**src/rtl/dmsci_pkg.sv**
```systemverilog
// Purpose: Shared constants and types for the dual mode serial comm interface.
// Assumes: One 100 MHz clock, synchronous active-low reset.
// Notes:   Every width, code and count used by more than one file lives here.
package dmsci_pkg;

	// ****************************************************************
	// Operating modes and clock sources
	// ****************************************************************
	typedef enum logic [1:0]
	{
		DMSCI_MODE_ASYNC = 2'h0,
		DMSCI_MODE_MULTI = 2'h1,
		DMSCI_MODE_SYNC  = 2'h2
	} dmsci_mode_e;

	typedef enum logic [1:0]
	{
		DMSCI_CLK_BAUD  = 2'h0,
		DMSCI_CLK_EXT   = 2'h1,
		DMSCI_CLK_TIMER = 2'h2
	} dmsci_clksel_e;

	// ****************************************************************
	// Widths and timing counts
	// ****************************************************************
	localparam int unsigned DMSCI_DATA_W   = 8;
	localparam int unsigned DMSCI_FIFO_D   = 32;
	localparam int unsigned DMSCI_OVS      = 16;
	localparam logic [3:0]  DMSCI_OVS_MID  = 4'h7;
	localparam logic [3:0]  DMSCI_OVS_LAST = 4'hf;
	localparam logic [3:0]  DMSCI_BITS_7   = 4'h7;
	localparam logic [3:0]  DMSCI_BITS_8   = 4'h8;
	localparam int unsigned DMSCI_CLK_HZ   = 100000000;
	localparam int unsigned DMSCI_DIV_W    = 16;

	// Baud choices; divisor is clock over (rate times oversampling).
	localparam int unsigned DMSCI_ASYNC_BPS_0 = 31250;
	localparam int unsigned DMSCI_ASYNC_BPS_1 = 9615;
	localparam int unsigned DMSCI_ASYNC_BPS_2 = 4808;
	localparam int unsigned DMSCI_ASYNC_BPS_3 = 2404;
	localparam int unsigned DMSCI_ASYNC_BPS_4 = 1202;
	localparam int unsigned DMSCI_SYNC_BPS_0  = 1000000;
	localparam int unsigned DMSCI_SYNC_BPS_1  = 500000;
	localparam int unsigned DMSCI_SYNC_BPS_2  = 250000;
	localparam int unsigned DMSCI_SYNC_BPS_3  = 125000;
	localparam int unsigned DMSCI_SYNC_BPS_4  = 62500;

	// ****************************************************************
	// Carriers
	// ****************************************************************
	typedef struct packed
	{
		logic frame_err;
		logic overrun_err;
		logic parity_err;
	} dmsci_err_s;

	typedef struct packed
	{
		dmsci_mode_e   mode;
		dmsci_clksel_e clk_sel;
		logic [2:0]    baud_sel;
		logic          parity_en;
		logic          parity_odd;
		logic          two_stop;
	} dmsci_cfg_s;

endpackage

```
**src/rtl/dmsci_fifo.sv**
```systemverilog
// Purpose: Valid/ready FIFO in the transmit data path.
// Assumes: Same clock on both sides.
// Notes:   Full and empty come from a count so both are exact.
module dmsci_fifo #(
	parameter int unsigned WIDTH = 8,
	parameter int unsigned DEPTH = 32
)(
	// Clock and reset
	input  wire logic             sys_clk,
	input  wire logic             rst_b,
	// Fill side
	input  wire logic             in_valid,
	output logic                  in_ready,
	input  wire logic [WIDTH-1:0] in_data,
	// Drain side
	output logic                  out_valid,
	input  wire logic             out_ready,
	output logic [WIDTH-1:0]      out_data
);
	localparam int unsigned AW = $clog2(DEPTH);

	typedef struct packed
	{
		logic [AW-1:0] wr;
		logic [AW-1:0] rd;
		logic [AW:0]   cnt;
	} dmsci_fifo_s;

	dmsci_fifo_s      st_reg;
	dmsci_fifo_s      st_next;
	logic [WIDTH-1:0] mem [DEPTH];
	logic             push;
	logic             pop;

	assign in_ready  = (st_reg.cnt != (AW+1)'(DEPTH));
	assign out_valid = (st_reg.cnt != '0);
	assign out_data  = mem[st_reg.rd];
	assign push      = in_valid && in_ready;
	assign pop       = out_valid && out_ready;

	// Pointers wrap naturally because depth is a power of two.
	always_comb
	begin
		st_next = st_reg;
		if (push)
			st_next.wr = st_reg.wr + 1'b1;
		if (pop)
			st_next.rd = st_reg.rd + 1'b1;
		st_next.cnt = st_reg.cnt + (AW+1)'(push) - (AW+1)'(pop);
	end

	// State register and storage write.
	always_ff @(posedge sys_clk)
	begin
		if (!rst_b)
			st_reg <= '0;
		else
			st_reg <= st_next;
		if (push)
			mem[st_reg.wr] <= in_data;
	end

	chk_fifo_no_over: assert property (@(posedge sys_clk) disable iff (!rst_b)
		st_reg.cnt <= (AW+1)'(DEPTH))
		else $error("FIFO count above depth.");
endmodule

```
**src/rtl/dmsci_baud.sv**
```systemverilog
// Purpose: Oversampling tick generator from a selectable bit clock source.
// Assumes: External and timer clock inputs already synchronised by the caller.
// Notes:   Outside sources give one tick per rising edge, taken as x16 ticks.
module dmsci_baud (
	// Clock and reset
	input  wire logic                  sys_clk,
	input  wire logic                  rst_b,
	// Configuration
	input  dmsci_pkg::dmsci_cfg_s      cfg,
	// Outside clock sources, synchronised levels
	input  wire logic                  ext_clk_sync,
	input  wire logic                  tmr_clk_sync,
	// Oversampling tick
	output logic                       os_tick
);
	typedef struct packed
	{
		logic [dmsci_pkg::DMSCI_DIV_W-1:0] cnt;
		logic                              ext_d;
		logic                              tmr_d;
		logic                              tick;
	} dmsci_baud_s;

	dmsci_baud_s st_reg;
	dmsci_baud_s st_next;

	// Divisor for the selected rate; async and sync tables share one index.
	function automatic logic [dmsci_pkg::DMSCI_DIV_W-1:0] div_of(input logic sync,
		input logic [2:0] sel);
		int unsigned bps;
		case (sel)
			3'h0: bps = sync ? dmsci_pkg::DMSCI_SYNC_BPS_0 : dmsci_pkg::DMSCI_ASYNC_BPS_0;
			3'h1: bps = sync ? dmsci_pkg::DMSCI_SYNC_BPS_1 : dmsci_pkg::DMSCI_ASYNC_BPS_1;
			3'h2: bps = sync ? dmsci_pkg::DMSCI_SYNC_BPS_2 : dmsci_pkg::DMSCI_ASYNC_BPS_2;
			3'h3: bps = sync ? dmsci_pkg::DMSCI_SYNC_BPS_3 : dmsci_pkg::DMSCI_ASYNC_BPS_3;
			default: bps = sync ? dmsci_pkg::DMSCI_SYNC_BPS_4 : dmsci_pkg::DMSCI_ASYNC_BPS_4;
		endcase
		return dmsci_pkg::DMSCI_DIV_W'(dmsci_pkg::DMSCI_CLK_HZ
			/ (bps * dmsci_pkg::DMSCI_OVS) - 1);
	endfunction

	// Tick generation from the selected source.
	always_comb
	begin
		st_next       = st_reg;
		st_next.ext_d = ext_clk_sync;
		st_next.tmr_d = tmr_clk_sync;
		st_next.tick  = 1'b0;
		case (cfg.clk_sel)
			dmsci_pkg::DMSCI_CLK_EXT:
				st_next.tick = ext_clk_sync && !st_reg.ext_d;
			dmsci_pkg::DMSCI_CLK_TIMER:
				st_next.tick = tmr_clk_sync && !st_reg.tmr_d;
			default:
			begin
				if (st_reg.cnt == '0)
				begin
					st_next.cnt  = div_of(cfg.mode == dmsci_pkg::DMSCI_MODE_SYNC,
						cfg.baud_sel);
					st_next.tick = 1'b1;
				end
				else
					st_next.cnt = st_reg.cnt - 1'b1;
			end
		endcase
	end

	always_ff @(posedge sys_clk)
	begin
		if (!rst_b)
			st_reg <= '0;
		else
			st_reg <= st_next;
	end

	assign os_tick = st_reg.tick;
endmodule

```
**src/rtl/dmsci_top.sv**
```systemverilog
// Purpose: Dual mode serial comm interface: async, multiprocessor master, sync.
// Assumes: Single 100 MHz clock; serial and clock pins are asynchronous inputs.
// Notes:   Transmit data passes a 32-word FIFO; receive holds one buffered word.
//
// Functional notes
// Full duplex, double buffered, sync and async.
// Normal async: 7 bits with parity, else 8.
// Multiprocessor: eight data bits plus address bit.
// Eight data bits in multiprocessor and sync.
// No parity in multiprocessor or sync.
// Sync mode sends data bits only.
// Line uses NRZ in every mode.
// Bad stop bit flags framing error, async only.
// Parity checked only in normal async.
// Receive interrupt on completion or error.
// Transmit interrupt on character completion.
// Both interrupts can start auto transfer.
// Multiprocessor mode acts only as master.
// Bit clock from baud, external or timer.
// Async rates 31250 down to 1202 bps.
// Sync rates 1 Mbps down to 62.5 Kbps.
// Mode codes 0 async, 1 multi, 2 sync.
// Async receive detects start, samples mid-bit.
// Address bit one, data bit zero.
module dmsci_top (
	// Clock and reset
	input  wire logic                  sys_clk,
	input  wire logic                  rst_b,
	// Configuration
	input  dmsci_pkg::dmsci_cfg_s      cfg,
	input  wire logic                  ext_clk_in,
	input  wire logic                  tmr_clk_in,
	input  wire logic                  auto_xfer_en,
	// Transmit data from the core
	input  wire logic                  tx_valid,
	output logic                       tx_ready,
	input  wire logic [7:0]            tx_data,
	input  wire logic                  tx_addr,
	// Receive data to the core
	output logic                       rx_valid,
	input  wire logic                  rx_ack,
	output logic [7:0]                 rx_data,
	output dmsci_pkg::dmsci_err_s      rx_err,
	// Interrupt and transfer service requests
	output logic                       rx_irq,
	output logic                       tx_irq,
	output logic                       rx_auto_transfer_service,
	output logic                       tx_auto_transfer_service,
	// Serial pins
	input  wire logic                  rxd,
	output logic                       txd,
	output logic                       sck_out,
	output logic                       sck_oe
);
	// ****************************************************************
	// State
	// ****************************************************************
	typedef enum logic [1:0]
	{
		DMSCI_IDLE  = 2'b00,
		DMSCI_START = 2'b01,
		DMSCI_DATA  = 2'b11,
		DMSCI_STOP  = 2'b10
	} dmsci_fsm_e;

	typedef struct packed
	{
		logic [1:0] rxd_s;
		logic [1:0] ext_s;
		logic [1:0] tmr_s;
		dmsci_fsm_e tx_st;
		logic [3:0] tx_ph;
		logic [3:0] tx_bit;
		logic [9:0] tx_sh;
		logic       tx_stop2;
		logic       txd;
		logic       sck;
		logic       sck_oe;
		dmsci_fsm_e rx_st;
		logic [3:0] rx_ph;
		logic [3:0] rx_bit;
		logic [8:0] rx_sh;
		logic [7:0] rx_data;
		logic       rx_valid;
		dmsci_pkg::dmsci_err_s rx_err;
		logic       rx_irq;
		logic       tx_irq;
		logic       rx_ats;
		logic       tx_ats;
	} dmsci_top_s;

	dmsci_top_s  st_reg;
	dmsci_top_s  st_next;
	logic        os_tick;
	logic        f_valid;
	logic        f_ready;
	logic [8:0]  f_data;
	logic        is_sync;
	logic        is_multi;
	logic        par_on;
	logic [3:0]  nbits;

	// Payload bits per character for the configured mode.
	function automatic logic [3:0] data_bits(input dmsci_pkg::dmsci_cfg_s c);
		if (c.mode == dmsci_pkg::DMSCI_MODE_ASYNC && c.parity_en)
			return dmsci_pkg::DMSCI_BITS_7;
		return dmsci_pkg::DMSCI_BITS_8;
	endfunction

	assign is_sync  = (cfg.mode == dmsci_pkg::DMSCI_MODE_SYNC);
	assign is_multi = (cfg.mode == dmsci_pkg::DMSCI_MODE_MULTI);
	assign par_on   = (cfg.mode == dmsci_pkg::DMSCI_MODE_ASYNC) && cfg.parity_en;
	assign nbits    = data_bits(cfg);

	// ****************************************************************
	// Submodules
	// ****************************************************************
	dmsci_baud u_baud (
		.sys_clk      (sys_clk),
		.rst_b        (rst_b),
		.cfg          (cfg),
		.ext_clk_sync (st_reg.ext_s[1]),
		.tmr_clk_sync (st_reg.tmr_s[1]),
		.os_tick      (os_tick)
	);

	// Transmit buffer; the shifter is the second stage.
	dmsci_fifo #(
		.WIDTH (9),
		.DEPTH (dmsci_pkg::DMSCI_FIFO_D)
	) u_txq (
		.sys_clk   (sys_clk),
		.rst_b     (rst_b),
		.in_valid  (tx_valid),
		.in_ready  (tx_ready),
		.in_data   ({tx_addr, tx_data}),
		.out_valid (f_valid),
		.out_ready (f_ready),
		.out_data  (f_data)
	);

	assign f_ready = (st_reg.tx_st == DMSCI_IDLE) && os_tick;

	// ****************************************************************
	// Next state
	// ****************************************************************
	always_comb
	begin
		st_next        = st_reg;
		st_next.rxd_s  = {st_reg.rxd_s[0], rxd};
		st_next.ext_s  = {st_reg.ext_s[0], ext_clk_in};
		st_next.tmr_s  = {st_reg.tmr_s[0], tmr_clk_in};
		st_next.tx_irq = 1'b0;
		st_next.rx_irq = 1'b0;
		st_next.rx_ats = 1'b0;
		st_next.tx_ats = 1'b0;
		st_next.sck_oe = is_sync;
		// Core taking the word frees the receive buffer.
		if (rx_ack)
			st_next.rx_valid = 1'b0;

		// Transmitter; NRZ, line idles high.
		if (os_tick)
		begin
			case (st_reg.tx_st)
				DMSCI_IDLE:
				begin
					st_next.txd = 1'b1;
					st_next.sck = 1'b1;
					if (f_valid)
					begin
						st_next.tx_ph = '0;
						st_next.tx_bit = '0;
						st_next.tx_stop2 = cfg.two_stop;
						// Parity lands after 7 data bits; address bit after 8.
						if (par_on)
							st_next.tx_sh = {2'b11, cfg.parity_odd ^ (^f_data[6:0]),
								f_data[6:0]};
						else if (is_multi)
							st_next.tx_sh = {1'b1, f_data[8], f_data[7:0]};
						else
							st_next.tx_sh = {2'b11, f_data[7:0]};
						// Sync skips the start bit.
						st_next.tx_st = is_sync ? DMSCI_DATA : DMSCI_START;
						st_next.txd   = is_sync ? f_data[0] : 1'b0;
						st_next.sck   = ~is_sync;
					end
				end
				DMSCI_START, DMSCI_DATA, DMSCI_STOP:
				begin
					st_next.tx_ph = st_reg.tx_ph + 1'b1;
					if (is_sync && st_reg.tx_ph == dmsci_pkg::DMSCI_OVS_MID)
						st_next.sck = 1'b1;
					if (st_reg.tx_ph == dmsci_pkg::DMSCI_OVS_LAST)
						case (st_reg.tx_st)
							DMSCI_START:
							begin
								st_next.tx_st = DMSCI_DATA;
								st_next.txd   = st_reg.tx_sh[0];
							end
							DMSCI_DATA:
							begin
								st_next.tx_bit = st_reg.tx_bit + 1'b1;
								st_next.tx_sh  = {1'b1, st_reg.tx_sh[9:1]};
								st_next.txd    = st_reg.tx_sh[1];
								st_next.sck    = ~is_sync;
								// Sync ends after data; async adds parity or address, stop.
								if (st_reg.tx_bit == nbits - 1'b1 + 4'(par_on || is_multi)
									|| (is_sync && st_reg.tx_bit == nbits - 1'b1))
								begin
									st_next.tx_st = is_sync ? DMSCI_IDLE : DMSCI_STOP;
									st_next.txd   = 1'b1;
									st_next.sck   = 1'b1;
									if (is_sync)
									begin
										st_next.tx_irq = 1'b1;
										st_next.tx_ats = auto_xfer_en;
									end
								end
							end
							default:
							begin
								if (st_reg.tx_stop2)
									st_next.tx_stop2 = 1'b0;
								else
								begin
									st_next.tx_st  = DMSCI_IDLE;
									st_next.tx_irq = 1'b1;
									st_next.tx_ats = auto_xfer_en;
								end
							end
						endcase
				end
				default: st_next.tx_st = DMSCI_IDLE;
			endcase
		end

		// Receiver.
		if (os_tick)
		begin
			case (st_reg.rx_st)
				DMSCI_IDLE:
				begin
					st_next.rx_ph  = '0;
					st_next.rx_bit = '0;
					// Sync mode: data starts when the clock is ours and framed by tx.
					if (is_sync && st_reg.tx_st == DMSCI_DATA && st_reg.tx_bit == '0
						&& st_reg.tx_ph == '0)
						st_next.rx_st = DMSCI_DATA;
					else if (!is_sync && !st_reg.rxd_s[1])
						st_next.rx_st = DMSCI_START;
				end
				DMSCI_START:
				begin
					st_next.rx_ph = st_reg.rx_ph + 1'b1;
					// Glitch shorter than half a bit is not a start.
					if (st_reg.rx_ph == dmsci_pkg::DMSCI_OVS_MID)
					begin
						st_next.rx_ph = '0;
						st_next.rx_st = st_reg.rxd_s[1] ? DMSCI_IDLE : DMSCI_DATA;
					end
				end
				DMSCI_DATA:
				begin
					st_next.rx_ph = st_reg.rx_ph + 1'b1;
					if (st_reg.rx_ph == dmsci_pkg::DMSCI_OVS_LAST)
					begin
						// Sample at bit centre.
						st_next.rx_sh  = {st_reg.rxd_s[1], st_reg.rx_sh[8:1]};
						st_next.rx_bit = st_reg.rx_bit + 1'b1;
						if (st_reg.rx_bit == nbits - 1'b1 + 4'(par_on || is_multi)
							|| (is_sync && st_reg.rx_bit == nbits - 1'b1))
							st_next.rx_st = is_sync ? DMSCI_IDLE : DMSCI_STOP;
						if (is_sync && st_reg.rx_bit == nbits - 1'b1)
						begin
							st_next.rx_err.overrun_err = st_reg.rx_valid && !rx_ack;
							st_next.rx_data  = {st_reg.rxd_s[1], st_reg.rx_sh[8:2]};
							st_next.rx_valid = 1'b1;
							st_next.rx_err.frame_err  = 1'b0;
							st_next.rx_err.parity_err = 1'b0;
							st_next.rx_irq = 1'b1;
							st_next.rx_ats = auto_xfer_en;
						end
					end
				end
				default:
				begin
					st_next.rx_ph = st_reg.rx_ph + 1'b1;
					if (st_reg.rx_ph == dmsci_pkg::DMSCI_OVS_LAST)
					begin
						st_next.rx_st = DMSCI_IDLE;
						st_next.rx_err.frame_err   = !st_reg.rxd_s[1];
						st_next.rx_err.parity_err  = par_on &&
							(st_reg.rx_sh[8] ^ (^st_reg.rx_sh[7:1]) ^ cfg.parity_odd);
						st_next.rx_err.overrun_err = st_reg.rx_valid && !rx_ack;
						st_next.rx_data  = par_on ? {1'b0, st_reg.rx_sh[7:1]}
							: (is_multi ? st_reg.rx_sh[7:0] : st_reg.rx_sh[8:1]);
						st_next.rx_valid = 1'b1;
						st_next.rx_irq   = 1'b1;
						st_next.rx_ats   = auto_xfer_en;
					end
				end
			endcase
		end
	end

	// ****************************************************************
	// Registers
	// ****************************************************************
	always_ff @(posedge sys_clk)
	begin
		if (!rst_b)
		begin
			st_reg       <= '0;
			st_reg.rxd_s <= 2'h3;
			st_reg.txd   <= 1'b1;
			st_reg.sck   <= 1'b1;
		end
		else
			st_reg <= st_next;
	end

	assign txd                      = st_reg.txd;
	assign sck_out                  = st_reg.sck;
	assign sck_oe                   = st_reg.sck_oe;
	assign rx_valid                 = st_reg.rx_valid;
	assign rx_data                  = st_reg.rx_data;
	assign rx_err                   = st_reg.rx_err;
	assign rx_irq                   = st_reg.rx_irq;
	assign tx_irq                   = st_reg.tx_irq;
	assign rx_auto_transfer_service = st_reg.rx_ats;
	assign tx_auto_transfer_service = st_reg.tx_ats;

	// ****************************************************************
	// Checks
	// ****************************************************************
	chk_txd_idle_high: assert property (@(posedge sys_clk) disable iff (!rst_b)
		st_reg.tx_st == DMSCI_IDLE && $past(st_reg.tx_st) == DMSCI_IDLE |-> txd)
		else $error("Transmit line not high while idle.");
	chk_sync_no_start: assert property (@(posedge sys_clk) disable iff (!rst_b)
		is_sync |-> st_reg.tx_st != DMSCI_START)
		else $error("Start bit produced in sync mode.");
	chk_par_off: assert property (@(posedge sys_clk) disable iff (!rst_b)
		!par_on && st_reg.rx_irq |-> !rx_err.parity_err)
		else $error("Parity error outside normal async.");
	chk_frame_sync: assert property (@(posedge sys_clk) disable iff (!rst_b)
		is_sync && $past(is_sync) && st_reg.rx_irq |-> !rx_err.frame_err)
		else $error("Framing error in sync mode.");
	chk_rx_irq_valid: assert property (@(posedge sys_clk) disable iff (!rst_b)
		rx_irq |-> rx_valid)
		else $error("Receive interrupt without buffered data.");
	chk_tx_irq_pulse: assert property (@(posedge sys_clk) disable iff (!rst_b)
		tx_irq |=> !tx_irq)
		else $error("Transmit interrupt longer than one cycle.");
	chk_ats_follow: assert property (@(posedge sys_clk) disable iff (!rst_b)
		rx_auto_transfer_service |-> rx_irq)
		else $error("Receive transfer request without interrupt.");
	chk_bits_fixed: assert property (@(posedge sys_clk) disable iff (!rst_b)
		(is_sync || is_multi) |-> nbits == dmsci_pkg::DMSCI_BITS_8)
		else $error("Data length not eight in multi or sync mode.");
	cov_tx_done: cover property (@(posedge sys_clk) disable iff (!rst_b) tx_irq);
	cov_rx_frame: cover property (@(posedge sys_clk) disable iff (!rst_b)
		rx_irq && rx_err.frame_err);
	cov_sync_rx: cover property (@(posedge sys_clk) disable iff (!rst_b) is_sync && rx_irq);
endmodule

```
**config.mk**
```make
export PLATFORM = sky130hd
export DESIGN_NAME = dmsci_top
export DESIGN_NICKNAME = d
export VERILOG_FILES = /design/src/rtl/dmsci_pkg.sv /design/src/rtl/dmsci_fifo.sv /design/src/rtl/dmsci_baud.sv /design/src/rtl/dmsci_top.sv
export SDC_FILE = /design/constraint.sdc
export NUM_CORES = 1
export LEC_CHECK = 0
export BUFFER_PORTS_ARGS = -buffer_cell sky130_fd_sc_hd__buf_4
export CORE_ASPECT_RATIO = 0.9
export CORE_MARGIN = 2
export CORE_UTILIZATION = 25
export DETAILED_ROUTE_END_ITERATION = 10
export PLACE_DENSITY = 0.36
export SETUP_SLACK_MARGIN = 0.1
export SKIP_CTS_REPAIR_TIMING = 1
export SLEW_MARGIN = 20
export SYNTH_ARGS = -nofsm -noshare
export SYNTH_HDL_FRONTEND = slang
export SYNTH_SLANG_ARGS = --single-unit
```
**constraint.sdc**
```tcl
create_clock -name sys_clk -period 90.7 [get_ports sys_clk]
set_input_delay 27.21 -clock sys_clk [delete_from_list [all_inputs] [get_ports sys_clk]]
set_output_delay 27.21 -clock sys_clk [all_outputs]
set_load 0.01 [all_outputs]
```
* Yosys cells after proc, flatten, opt, wreduce, memory -nomap -nowiden
Memories as Yosys holds them, arrays and structs flattened. A register that Yosys moved wholly into a read port is not among the register bits. Index checks and enable logic that the tools add are counted.
Word-level totals: bits of input ports 27, word-level logic and storage cells 198, output and inout port bits 20, RAM bits 288, memories 1, register bits after elaboration 100
Memory list:
- u_txq.mem | depth 32, bits a word 9, rd ports 1, clocked after Yosys merged registers in 1, write ports 1, RTL line dmsci_fifo.sv:31 | logic [WIDTH-1:0] mem [DEPTH];
Operators by class: reduce and logical (&&, ||, !) cells 50, add/subtract/negate cells 12, mux-type cells 65, bitwise operators 5, equality and inequality tests 33, divide/modulo/power cells 1
Operators with widths (number):
- 28-bit one-hot mux with 4 select lines | 1
- 28-bit 2-to-1 mux | 2
- 23-bit one-hot mux with 2 select lines | 1
- 17-bit 2-to-1 mux | 2
- 27-bit by 32-bit divider with 32-bit output, first input constant | 1
- 16-bit 2-to-1 mux | 2
- 16-bit by 1-bit subtractor with 16-bit output, second input constant | 2
- 13-bit 2-to-1 mux | 2
- 26-bit 2-to-1 mux | 1
- 13-bit one-hot mux with 2 select lines | 1
- 2-bit 2-to-1 mux | 12
- 23-bit 2-to-1 mux | 1
- 20-bit 2-to-1 mux | 1
- 19-bit 2-to-1 mux | 1
- 1-bit 2-to-1 mux | 18
- 18-bit 2-to-1 mux | 1
- 9-bit 2-to-1 mux | 2
- 6-bit one-hot mux with 3 select lines | 1
- 4-bit by 1-bit adder with 4-bit output, second input constant | 4
- 4-bit == test | 4
- 16-bit zero test | 1
- 8-bit 2-to-1 mux | 2
- 4-bit AND reduction | 4
- 1-bit logical AND | 15
- 40 further kinds | 84

* Logic depth before layout (Yosys ltp)
Gate-level depths: netlist of the first run.
word-level depth 12, depth in mapped cells 274, gate-level depth less buffers 246

* Hierarchy
Synthesis of the first run repeated with hierarchy kept, for this count alone.
Unflattened totals: cells, all modules 3812, area total of the unflattened synthesis 34476.8 µm²
By module, submodules not included:
- dmsci_baud | instances 1, cells an instance 2740, area an instance 18940.7 µm², seq. area each 380.4 µm²
- dmsci_fifo | instances 1, cells an instance 673, area an instance 12177.9 µm², seq. area each 9068.7 µm²
- dmsci_top | instances 1, cells an instance 399, area an instance 3358.2 µm², seq. area each 1301.2 µm²

* Least setup slack after synthesis of the first run
No wires, ideal clock.
kind input to register, from input port cfg[8] (netlist name), to register u_baud.st_reg[13] (netlist name), setup slack 12.335 ns, stages 258, path buffers 38, setup time 0.128 ns, data arrival time 78.237 ns, data required time 90.572 ns, cells stage by stage nand2b_4 -> inv_2 -> buf_2 -> clkbuf_1 -> clkbuf_1 -> buf_1 -> xnor2_1 -> nor2_1 -> nor2_1 -> ha_1 -> clkbuf_1 -> nand4_1 -> a21oi_1 -> nor3b_1 -> nor3_1 -> ha_1 -> or4_1 -> a221o_1 -> [... 222 more ...] -> a21o_1 -> a21o_1 -> a21o_1 -> a21o_1 -> a2111oi_0 -> o211ai_1 -> o31a_1 -> a21o_1 -> clkbuf_1 -> inv_2 -> ha_1 -> o211ai_1 -> nor3_1 -> nand2_1 -> nor2_1 -> mux2_2 -> a22oi_1 -> nor2_1
Between the ends: cells in the longest elaborated chain, start to end 8, elaborated cells between the ends (all ways) 12, classes of those cells add/sub (1); div (1); eq/ne (1); mux (9)
RTL lines:
- from (decl) | RTL line dmsci_top.sv:30 | input dmsci_pkg::dmsci_cfg_s cfg,
- 2-bit == test (*)
- named net is_sync | RTL line dmsci_top.sv:98 | logic is_sync;
- 19-bit 2-to-1 mux, or another cell as far along | RTL line dmsci_baud.sv:33 | 3'h1: bps = sync ? dmsci_pkg::DMSCI_SYNC_BPS_1 : dmsci_pkg::DMSCI_ASYNC_BPS_1;
- 28-bit one-hot mux with 4 select lines (*) | RTL line dmsci_baud.sv:31 | case (sel)
- 28-bit 2-to-1 mux (*) | RTL line dmsci_baud.sv:56 | if (st_reg.cnt == '0)
- 28-bit 2-to-1 mux (*) | RTL line dmsci_baud.sv:49 | case (cfg.clk_sel)
- 27-bit by 32-bit divider with 32-bit output (*) | RTL line dmsci_baud.sv:39 | / (bps * dmsci_pkg::DMSCI_OVS) - 1);
- 16-bit by 1-bit subtractor with 16-bit output (*) | RTL line dmsci_baud.sv:39
- 16-bit 2-to-1 mux (*) | RTL line dmsci_baud.sv:56
- to (signal assigned) | RTL line dmsci_baud.sv:73 | st_reg <= st_next;
- to (decl) | RTL line dmsci_baud.sv:24 | dmsci_baud_s st_reg;
The timed path passes the listed nets; every way through them passes the cells marked *. The select of a mux whose other input is x is not followed. A chain may end at the register's enable or synchronous reset.

* Worst setup path after layout of the first run
from input port cfg[8] (netlist name), to register u_baud.st_reg[13] (netlist name)
Between the ends: cells in the longest elaborated chain, start to end 8, elaborated cells between the ends (all ways) 12, classes of those cells add/sub (1); div (1); eq/ne (1); mux (9)
RTL lines:
- 2-bit == test (*) | RTL line dmsci_baud.sv:58 | st_next.cnt = div_of(cfg.mode == dmsci_pkg::DMSCI_MODE_SYNC,
- 19-bit 2-to-1 mux, or another cell as far along | RTL line dmsci_baud.sv:33
- 28-bit one-hot mux with 4 select lines (*) | RTL line dmsci_baud.sv:31
- 28-bit 2-to-1 mux (*) | RTL line dmsci_baud.sv:56
- 28-bit 2-to-1 mux (*) | RTL line dmsci_baud.sv:49
- 27-bit by 32-bit divider with 32-bit output (*) | RTL line dmsci_baud.sv:39
- 16-bit by 1-bit subtractor with 16-bit output (*) | RTL line dmsci_baud.sv:39
- 16-bit 2-to-1 mux (*) | RTL line dmsci_baud.sv:56
Mark *: on every way between the ends. The rest lies on a longest branch, timed or not. The select of a mux whose other input is x is not followed.

==> metrics.txt, run 1 <==
# TYPE chip_impl_metric gauge
chip_impl_metric{name="grt_pass1_wl",unit="um"} 184200
chip_impl_metric{name="layout.filler_cells",unit=""} 14620
chip_impl_metric{name="max_slew_margin",unit=""} 0.1768
chip_impl_metric{name="hold_depth",unit=""} 1
chip_impl_metric{name="rrSetupSlack",unit="ns"} 86.07
chip_impl_info{name="post-synth-top-count-cell",value="sky130_fd_sc_hd__nor2_1"} 1
chip_impl_metric{name="io_pins",unit=""} 47
chip_impl_info{name="most_area_hungry_cell_type_in_the_yosys_netlist",value="sky130_fd_sc_hd__edfxtp_1"} 1
chip_impl_metric{name="insertion_delay",unit="ns"} 0.60
chip_impl_metric{name="gr-total-overflow",unit=""} 0
chip_impl_metric{name="area_growth_syn_to_layout",unit="%"} 11.87
chip_impl_metric{name="cts-root-to-sink-buffers",unit=""} 3
chip_impl_metric{name="synth.yosys.seq_area_share",unit=""} 0.3129
chip_impl_metric{name="timing.critical_path.buf_inv",unit=""} 12
chip_impl_metric{name="setup_total_negative_slack",unit="ns"} 0
chip_impl_metric{name="largest_reg_flops",unit=""} 288
chip_impl_metric{name="die_height",unit="um"} 355.7
chip_impl_metric{name="io_buffer_count",unit=""} 46
chip_impl_metric{name="h-tree-depth",unit=""} 2
chip_impl_metric{name="worst_path_max_fanout",unit=""} 32
chip_impl_metric{name="drv_slew",unit=""} 0
chip_impl_info{name="worst_hold_startpoint",value="st_next[64]"} 1
chip_impl_metric{name="tightest_pin_transition",unit="ns"} 1.226
chip_impl_metric{name="worst_ep_arrival_time",unit="ns"} 85.49
chip_impl_info{name="hold-path-endpoint",value="st_reg[64]"} 1
chip_impl_metric{name="number_of_buffers_created_by_cts",unit=""} 44
chip_impl_metric{name="critical-path-max-stage-delay",unit="ns"} 0.95
chip_impl_metric{name="fp.dieW",unit="um"} 394.8
chip_impl_metric{name="final.hold.worst_slack",unit="ns"} 0.4125
chip_impl_metric{name="core_footprint",unit="um^2"} 136900
chip_impl_metric{name="finalClockSkew",unit="ns"} 0.01653
chip_impl_metric{name="placedCellCount",unit=""} 5598
chip_impl_metric{name="detail-route-antenna-nets",unit=""} 0
chip_impl_info{name="timing.setup.critical_path_class",value="in2reg"} 1
chip_impl_metric{name="worst-r2r-cell-count",unit=""} 16
chip_impl_metric{name="die_area",unit="um^2"} 140400
chip_impl_metric{name="setup_viol_count_final",unit=""} 0
chip_impl_metric{name="instances_no_fill",unit=""} 5680
chip_impl_metric{name="drt_pass1_iterations",unit=""} 6
chip_impl_metric{name="ys_types",unit=""} 111
chip_impl_metric{name="syn_avg_cell_area",unit="um^2"} 9.039
chip_impl_metric{name="gp_congestion",unit=""} 0.8519
chip_impl_metric{name="final_period_minus_worst_setup_slack",unit="ns"} 85.05
chip_impl_info{name="run_status",value="completed"} 1
chip_impl_info{name="synth_top_cells_by_area",value="sky130_fd_sc_hd__edfxtp_1 25%, sky130_fd_sc_hd__ha_1 12%, sky130_fd_sc_hd__dfxtp_1 6.1%"} 1
chip_impl_info{name="ctsRootBufferMaster",value="sky130_fd_sc_hd__clkbuf_16"} 1
chip_impl_metric{name="clock.fmax",unit="MHz"} 11.76
chip_impl_metric{name="postRouteWirelength",unit="um"} 122900
chip_impl_metric{name="yosysTopAreaCellShare",unit=""} 0.2517
chip_impl_info{name="synthFlopType",value="sky130_fd_sc_hd__edfxtp_1"} 1
chip_impl_metric{name="detail_route.wl_per_cell",unit="um"} 21.63
chip_impl_info{name="grt_setup_unrepaired",value="false"} 1
chip_impl_metric{name="synth-edff-count",unit=""} 288
chip_impl_info{name="critical_path.top_delay_family",value="compound AO/OA/AOI/OAI gates"} 1
chip_impl_metric{name="synthesis.area",unit="um^2"} 34360
chip_impl_metric{name="insertedDiodeCount",unit=""} 0
chip_impl_metric{name="postSynth.asyncResetShare",unit=""} 0
chip_impl_metric{name="cap_violations",unit=""} 0
chip_impl_metric{name="floorplan.rows",unit=""} 129
chip_impl_metric{name="final_hold_viol_count",unit=""} 0
chip_impl_info{name="tritoncts_clock_tree",value="done"} 1
chip_impl_metric{name="total_area_of_sequential_cells",unit="um^2"} 10760
chip_impl_info{name="timing.rr.start",value="u_baud.st_reg[13]"} 1
chip_impl_info{name="hold_path.class",value="reg2reg"} 1
chip_impl_metric{name="detailroute.via_count",unit=""} 29398
chip_impl_metric{name="synthesized_instance_count",unit=""} 3801
chip_impl_metric{name="critPathRequiredTime",unit="ns"} 91.14
chip_impl_metric{name="drcViolationCount",unit=""} 0
chip_impl_info{name="timing.critical_path.mode_cell",value="sky130_fd_sc_hd__o21ai_0"} 1
chip_impl_info{name="critical-path-slowest-cell",value="sky130_fd_sc_hd__a311oi_1"} 1
chip_impl_info{name="crit_path_start_kind",value="primary input"} 1
chip_impl_metric{name="yosys_warnings",unit=""} 0
chip_impl_metric{name="antenna_violations_before_repair",unit=""} 2
chip_impl_metric{name="layout-drive-gt1-share",unit=""} 0.1056
chip_impl_metric{name="nNetsFinal",unit=""} 4159
chip_impl_metric{name="utilization",unit=""} 0.2808
chip_impl_metric{name="global_router_s_overall_resource_usage",unit=""} 0.1705
chip_impl_info{name="ys_top_cells_by_count",value="424 x sky130_fd_sc_hd__nor2_1, 348 x sky130_fd_sc_hd__nand2_1, 320 x sky130_fd_sc_hd__ha_1"} 1
chip_impl_info{name="crit_start",value="cfg[8]"} 1
chip_impl_metric{name="initial_core_util",unit=""} 0.2510
chip_impl_info{name="regToRegEndpoint",value="u_baud.st_reg[13]"} 1
chip_impl_info{name="crit_path_end_kind",value="flip-flop"} 1
chip_impl_metric{name="cts.sinks",unit=""} 393
chip_impl_metric{name="clk_pin_slew",unit="ns"} 0.06
chip_impl_metric{name="largest_net_degree_at_the_start_of_global_routing",unit=""} 78
chip_impl_metric{name="vias_per_std_cell",unit=""} 5.176
chip_impl_metric{name="drt_first_iter_violations",unit=""} 2137
chip_impl_metric{name="via_count_of_the_first_global_routing_pass",unit=""} 28306
chip_impl_metric{name="hpwlAfterDp",unit="um"} 90160
chip_impl_metric{name="multi_input_area",unit="um^2"} 22640
chip_impl_metric{name="period_share",unit=""} 0.9377
chip_impl_metric{name="synth_seq_cells",unit=""} 393
## stage by stage
stage | area (um^2) | worst slack [ns]
final | 38430 | 5.653
after global routing | 38430 | 0.5598
after CTS | 38430 | 5.865
after detailed placement | 36950 | 5.444
after global placement | 36930 | 5.725
after floorplan | 34400 | 12.34
## layer usage
layer  vias up  wire length [um]  global-route usage
met4         0              2701             0.03809
met1     14264             60270              0.2434
met2       635             55430              0.2785
li1      14367                 -                   -
met3       132              4469             0.01514
met5         -                 0                   0
## worst max-delay path by stage
stage | end | slack, ns | cells after the start
after floorplan | u_baud.st_reg[13] | 12.34 | 258
after global placement | u_baud.st_reg[13] | 5.72 | 231
after detailed placement | u_baud.st_reg[13] | 5.44 | 229
after CTS | u_baud.st_reg[13] | 5.87 | 229
after global routing | u_baud.st_reg[13] | 0.56 | 232
final | u_baud.st_reg[13] | 5.65 | 231
## kinds of logic (layout without fill, tap and decap cells)
| family | Yosys count | in the layout | share of synthesized area |
|---|---|---|---|
| buffers and inverters | 282 | 315 | 0.03296 |
| AOI/OAI and AO/OA | 1153 | 1153 | 0.2221 |
| DFF | 393 | 393 | 0.3129 |
| other | 2 | 14 | 0.0002186 |
| xor gates and xnor gates | 213 | 213 | 0.05430 |
| adders and majority gates | 323 | 323 | 0.1180 |
| muxes | 177 | 177 | 0.08624 |
| and+or+nand+nor | 1258 | 1258 | 0.1732 |
## area by class of cell
type / count / share of cell area
tap: 1834 / 0.05971
clock buffer: 54 / 0.03070
multi-input combinational: 3138 / 0.5890
clock inverter: 28 / 0.007781
sequential: 393 / 0.2799
inverter: 129 / 0.01260
timing repair buffer: 104 / 0.02032
## layout by cell type, fill, tap and decap left out, types with 54 or more instances in the layout
| master | n |
|---|---|
| sky130_fd_sc_hd__a21o_1 | 116 |
| sky130_fd_sc_hd__a21oi_1 | 306 |
| sky130_fd_sc_hd__buf_4 | 104 |
| sky130_fd_sc_hd__dfxtp_1 | 103 |
| sky130_fd_sc_hd__edfxtp_1 | 288 |
| sky130_fd_sc_hd__ha_1 | 320 |
| sky130_fd_sc_hd__inv_1 | 120 |
| sky130_fd_sc_hd__mux4_2 | 90 |
| sky130_fd_sc_hd__nand2_1 | 347 |
| sky130_fd_sc_hd__nand3_1 | 54 |
| sky130_fd_sc_hd__nor2_1 | 418 |
| sky130_fd_sc_hd__nor3_1 | 88 |
| sky130_fd_sc_hd__o21a_1 | 64 |
| sky130_fd_sc_hd__o21ai_0 | 245 |
| sky130_fd_sc_hd__xnor2_1 | 132 |
| sky130_fd_sc_hd__xor2_1 | 81 |
Power of run 1 is left out: the tool's default activity adds up to more than one toggle a clock period on the data nets, which glitch-free logic cannot reach.
==> run 2: changes to the inputs <==
- ABC_AREA: default -> 1
==> metrics.txt, run 2 <==
# TYPE chip_impl_metric gauge
chip_impl_info{name="most_area_hungry_cell_type_in_the_yosys_netlist",value="sky130_fd_sc_hd__edfxtp_1"} 1
chip_impl_metric{name="synth_area_in_simple_gates",unit=""} 0.2341
chip_impl_metric{name="rrSetupSlack",unit="ns"} 86.17
chip_impl_metric{name="global_router_s_overall_resource_usage",unit=""} 0.1707
chip_impl_metric{name="clk_pin_slew",unit="ns"} 0.05
chip_impl_metric{name="postSynth.asyncResetShare",unit=""} 0
chip_impl_metric{name="io_buffer_count",unit=""} 46
chip_impl_metric{name="area_growth_syn_to_layout",unit="%"} 12.07
chip_impl_metric{name="postRouteWirelength",unit="um"} 120100
chip_impl_info{name="ys_top_cells_by_count",value="885 x sky130_fd_sc_hd__nand2_1, 502 x sky130_fd_sc_hd__o21ai_0, 453 x sky130_fd_sc_hd__nor2_1"} 1
chip_impl_metric{name="via_count_of_the_first_global_routing_pass",unit=""} 30120
chip_impl_metric{name="cts-root-to-sink-buffers",unit=""} 3
chip_impl_metric{name="worst_path_max_fanout",unit=""} 31
chip_impl_metric{name="hpwlAfterDp",unit="um"} 88050
chip_impl_metric{name="hold_depth",unit=""} 2
chip_impl_metric{name="synthesized_instance_count",unit=""} 4537
chip_impl_info{name="run_status",value="completed"} 1
chip_impl_metric{name="insertedDiodeCount",unit=""} 0
chip_impl_metric{name="largest_net_degree_at_the_start_of_global_routing",unit=""} 68
chip_impl_metric{name="synthesis.area",unit="um^2"} 33670
chip_impl_metric{name="worst_ep_arrival_time",unit="ns"} 74.10
chip_impl_metric{name="final_hold_viol_count",unit=""} 0
chip_impl_info{name="final_common_cell",value="sky130_fd_sc_hd__nand2_1"} 1
chip_impl_info{name="largest_family_of_logic_cells_by_synthesized_area",value="simple AND/OR/NAND/NOR gates"} 1
chip_impl_metric{name="critical-path-max-stage-delay",unit="ns"} 0.75
chip_impl_metric{name="drt_pass1_iterations",unit=""} 5
chip_impl_metric{name="finalClockSkew",unit="ns"} 0.03079
chip_impl_metric{name="largest_reg_flops",unit=""} 288
chip_impl_metric{name="core_footprint",unit="um^2"} 133500
chip_impl_info{name="regToRegEndpoint",value="u_baud.st_reg[17]"} 1
chip_impl_info{name="timing.critical_path.mode_cell",value="sky130_fd_sc_hd__nand2_1"} 1
chip_impl_metric{name="final_period_minus_worst_setup_slack",unit="ns"} 73.64
chip_impl_info{name="timing.setup.critical_path_class",value="in2reg"} 1
chip_impl_metric{name="period_share",unit=""} 0.8119
chip_impl_metric{name="yosys_warnings",unit=""} 0
chip_impl_metric{name="antenna_violations_before_repair",unit=""} 1
chip_impl_info{name="hold-path-endpoint",value="st_reg[60]"} 1
chip_impl_metric{name="clock.fmax",unit="MHz"} 13.58
chip_impl_metric{name="yosys-mux-area-fraction",unit=""} 0
chip_impl_info{name="post-synth-top-count-cell",value="sky130_fd_sc_hd__nand2_1"} 1
chip_impl_metric{name="cap_violations",unit=""} 0
chip_impl_metric{name="setup_total_negative_slack",unit="ns"} 0
chip_impl_metric{name="insertion_delay",unit="ns"} 0.60
chip_impl_metric{name="critPathRequiredTime",unit="ns"} 91.16
chip_impl_metric{name="detail_route.wl_per_cell",unit="um"} 18.98
chip_impl_metric{name="synth_seq_cells",unit=""} 393
chip_impl_info{name="hold_path.class",value="reg2reg"} 1
chip_impl_info{name="grt_setup_unrepaired",value="false"} 1
chip_impl_info{name="layout_common_cells",value="885 x sky130_fd_sc_hd__nand2_1, 499 x sky130_fd_sc_hd__o21ai_0, 446 x sky130_fd_sc_hd__nor2_1"} 1
chip_impl_metric{name="synth-edff-count",unit=""} 288
chip_impl_metric{name="layout-drive-gt1-share",unit=""} 0.07235
chip_impl_metric{name="syn_avg_cell_area",unit="um^2"} 7.421
chip_impl_metric{name="timing.critical_path.buf_inv",unit=""} 33
chip_impl_metric{name="synth.yosys.seq_area_share",unit=""} 0.3193
chip_impl_metric{name="h-tree-depth",unit=""} 2
chip_impl_info{name="tritoncts_clock_tree",value="done"} 1
chip_impl_metric{name="yosys.area_share.adder",unit=""} 0.1201
chip_impl_metric{name="drt_first_iter_violations",unit=""} 1779
chip_impl_metric{name="gr-total-overflow",unit=""} 0
chip_impl_metric{name="tightest_pin_transition",unit="ns"} 1.120
chip_impl_metric{name="die_area",unit="um^2"} 137600
chip_impl_metric{name="die_height",unit="um"} 352.2
chip_impl_metric{name="gp_congestion",unit=""} 0.8353
chip_impl_metric{name="io_pins",unit=""} 47
chip_impl_metric{name="drv_slew",unit=""} 0
chip_impl_metric{name="max_slew_margin",unit=""} 0.2523
chip_impl_info{name="critical-path-slowest-cell",value="sky130_fd_sc_hd__inv_1"} 1
chip_impl_metric{name="fp.dieW",unit="um"} 390.8
chip_impl_info{name="critical_path.top_delay_family",value="compound AO/OA/AOI/OAI gates"} 1
chip_impl_info{name="synth_top_cells_by_area",value="sky130_fd_sc_hd__edfxtp_1 26%, sky130_fd_sc_hd__ha_1 12%, sky130_fd_sc_hd__nand2_1 9.9%"} 1
chip_impl_metric{name="detail-route-antenna-nets",unit=""} 0
chip_impl_metric{name="worst-r2r-cell-count",unit=""} 25
chip_impl_metric{name="synthesized_area_fraction_occupied_by_xor_and_xnor_cells",unit=""} 0.06269
chip_impl_metric{name="nNetsFinal",unit=""} 4897
chip_impl_info{name="worst_hold_startpoint",value="st_next[60]"} 1
chip_impl_metric{name="vias_per_std_cell",unit=""} 4.821
chip_impl_metric{name="ys_types",unit=""} 70
chip_impl_metric{name="initial_core_util",unit=""} 0.2523
chip_impl_info{name="crit_path_end_kind",value="flip-flop"} 1
chip_impl_metric{name="drcViolationCount",unit=""} 0
chip_impl_metric{name="cts.sinks",unit=""} 393
chip_impl_metric{name="synth_compound_area_frac",unit=""} 0.1922
chip_impl_metric{name="detailroute.via_count",unit=""} 30517
chip_impl_metric{name="yosysTopAreaCellShare",unit=""} 0.2568
chip_impl_info{name="ctsRootBufferMaster",value="sky130_fd_sc_hd__clkbuf_16"} 1
chip_impl_info{name="synthFlopType",value="sky130_fd_sc_hd__edfxtp_1"} 1
chip_impl_info{name="crit_path_start_kind",value="primary input"} 1
chip_impl_metric{name="number_of_buffers_created_by_cts",unit=""} 49
chip_impl_info{name="timing.rr.start",value="u_baud.st_reg[18]"} 1
chip_impl_metric{name="grt_pass1_wl",unit="um"} 183800
chip_impl_metric{name="floorplan.rows",unit=""} 127
chip_impl_metric{name="setup_viol_count_final",unit=""} 0
[run 2: cell types whose count changed in the layout (fill, tap and decap cells not counted), moves of 61 or more]
cell                      delta
sky130_fd_sc_hd__nand3_1   +172
sky130_fd_sc_hd__nand2_1   +538
sky130_fd_sc_hd__xor2_1     +61
sky130_fd_sc_hd__a21oi_1    +86
sky130_fd_sc_hd__a21o_1    -103
sky130_fd_sc_hd__mux4_2     -90
sky130_fd_sc_hd__inv_1     +315
sky130_fd_sc_hd__o21ai_0   +254
[run 2: cell type report]
| class | instances | area, um^2 |
|---|---|---|
| Multi-Input combinational cell | 3544 | 20640 |
| Fill cell | 14725 | 95740 |
| Clock buffer | 61 | 1311 |
| Timing Repair Buffer | 95 | 713.2 |
| Inverter | 465 | 1754 |
| Clock inverter | 31 | 385.4 |
| Sequential cell | 393 | 10760 |
| Tap cell | 1741 | 2178 |
[run 2: worst max path at each step]
stage | start | endpoint | cells past startpoint
5_1_grt | cfg[8] | u_baud.st_reg[17] | 289
2_1_floorplan | cfg[8] | u_baud.st_reg[17] | 304
6_report | cfg[8] | u_baud.st_reg[17] | 285
4_1_cts | cfg[5] | u_baud.st_reg[17] | 280
3_5_place_dp | cfg[5] | u_baud.st_reg[17] | 280
3_3_place_gp | cfg[5] | u_baud.st_reg[17] | 282
[run 2: routing by layer]
metal | track usage | vias to the layer above | share of wire
met5 | 0 | - | 0
met4 | 0.02602 | 0 | 0.013
met3 | 0.01048 | 97 | 0.023
met2 | 0.2959 | 383 | 0.47
met1 | 0.2359 | 14366 | 0.49
li1 | - | 15671 | -
[run 2: stage by stage]
stage / utilization / hold WS, ns / worst slack, ns / cells / cell area (um^2)
final: 0.2827 / 0.4102 / 17.06 / 6330 / 37740
after global routing: 0.2827 / 0.4400 / 11.62 / 6330 / 37740
after CTS: 0.2827 / 0.4135 / 16.85 / 6330 / 37730
after detailed placement: 0.2699 / 0.3998 / 16.35 / 6238 / 36030
after global placement: 0.2699 / 0.4011 / 16.33 / 6238 / 36030
after floorplan: - / 0.3905 / 21.71 / 4549 / 33720
[run 2: worst register-to-register path, delay by kind of cell, from the launching register on]
kind	cells	cell delay, ns
AOI/OAI and AO/OA	3	0.48
DFF	1	0.36
buffers and inverters	6	0.66
adders and majority gates	1	0.20
and+or+nand+nor	14	2.57
xor gates and xnor gates	1	0.15
[run 2: logic make-up (layout without fill, tap and decap cells)]
group / Yosys count / after routing
flip-flops: 393 / 393
AND/OR/NAND/NOR: 1814 / 1814
adder cells (fa/ha/maj): 322 / 322
AO/OA/AOI/OAI: 1153 / 1153
buffers and inverters: 612 / 652
other: 2 / 14
XOR/XNOR: 241 / 241
Power of run 2 is left out for the same reason.
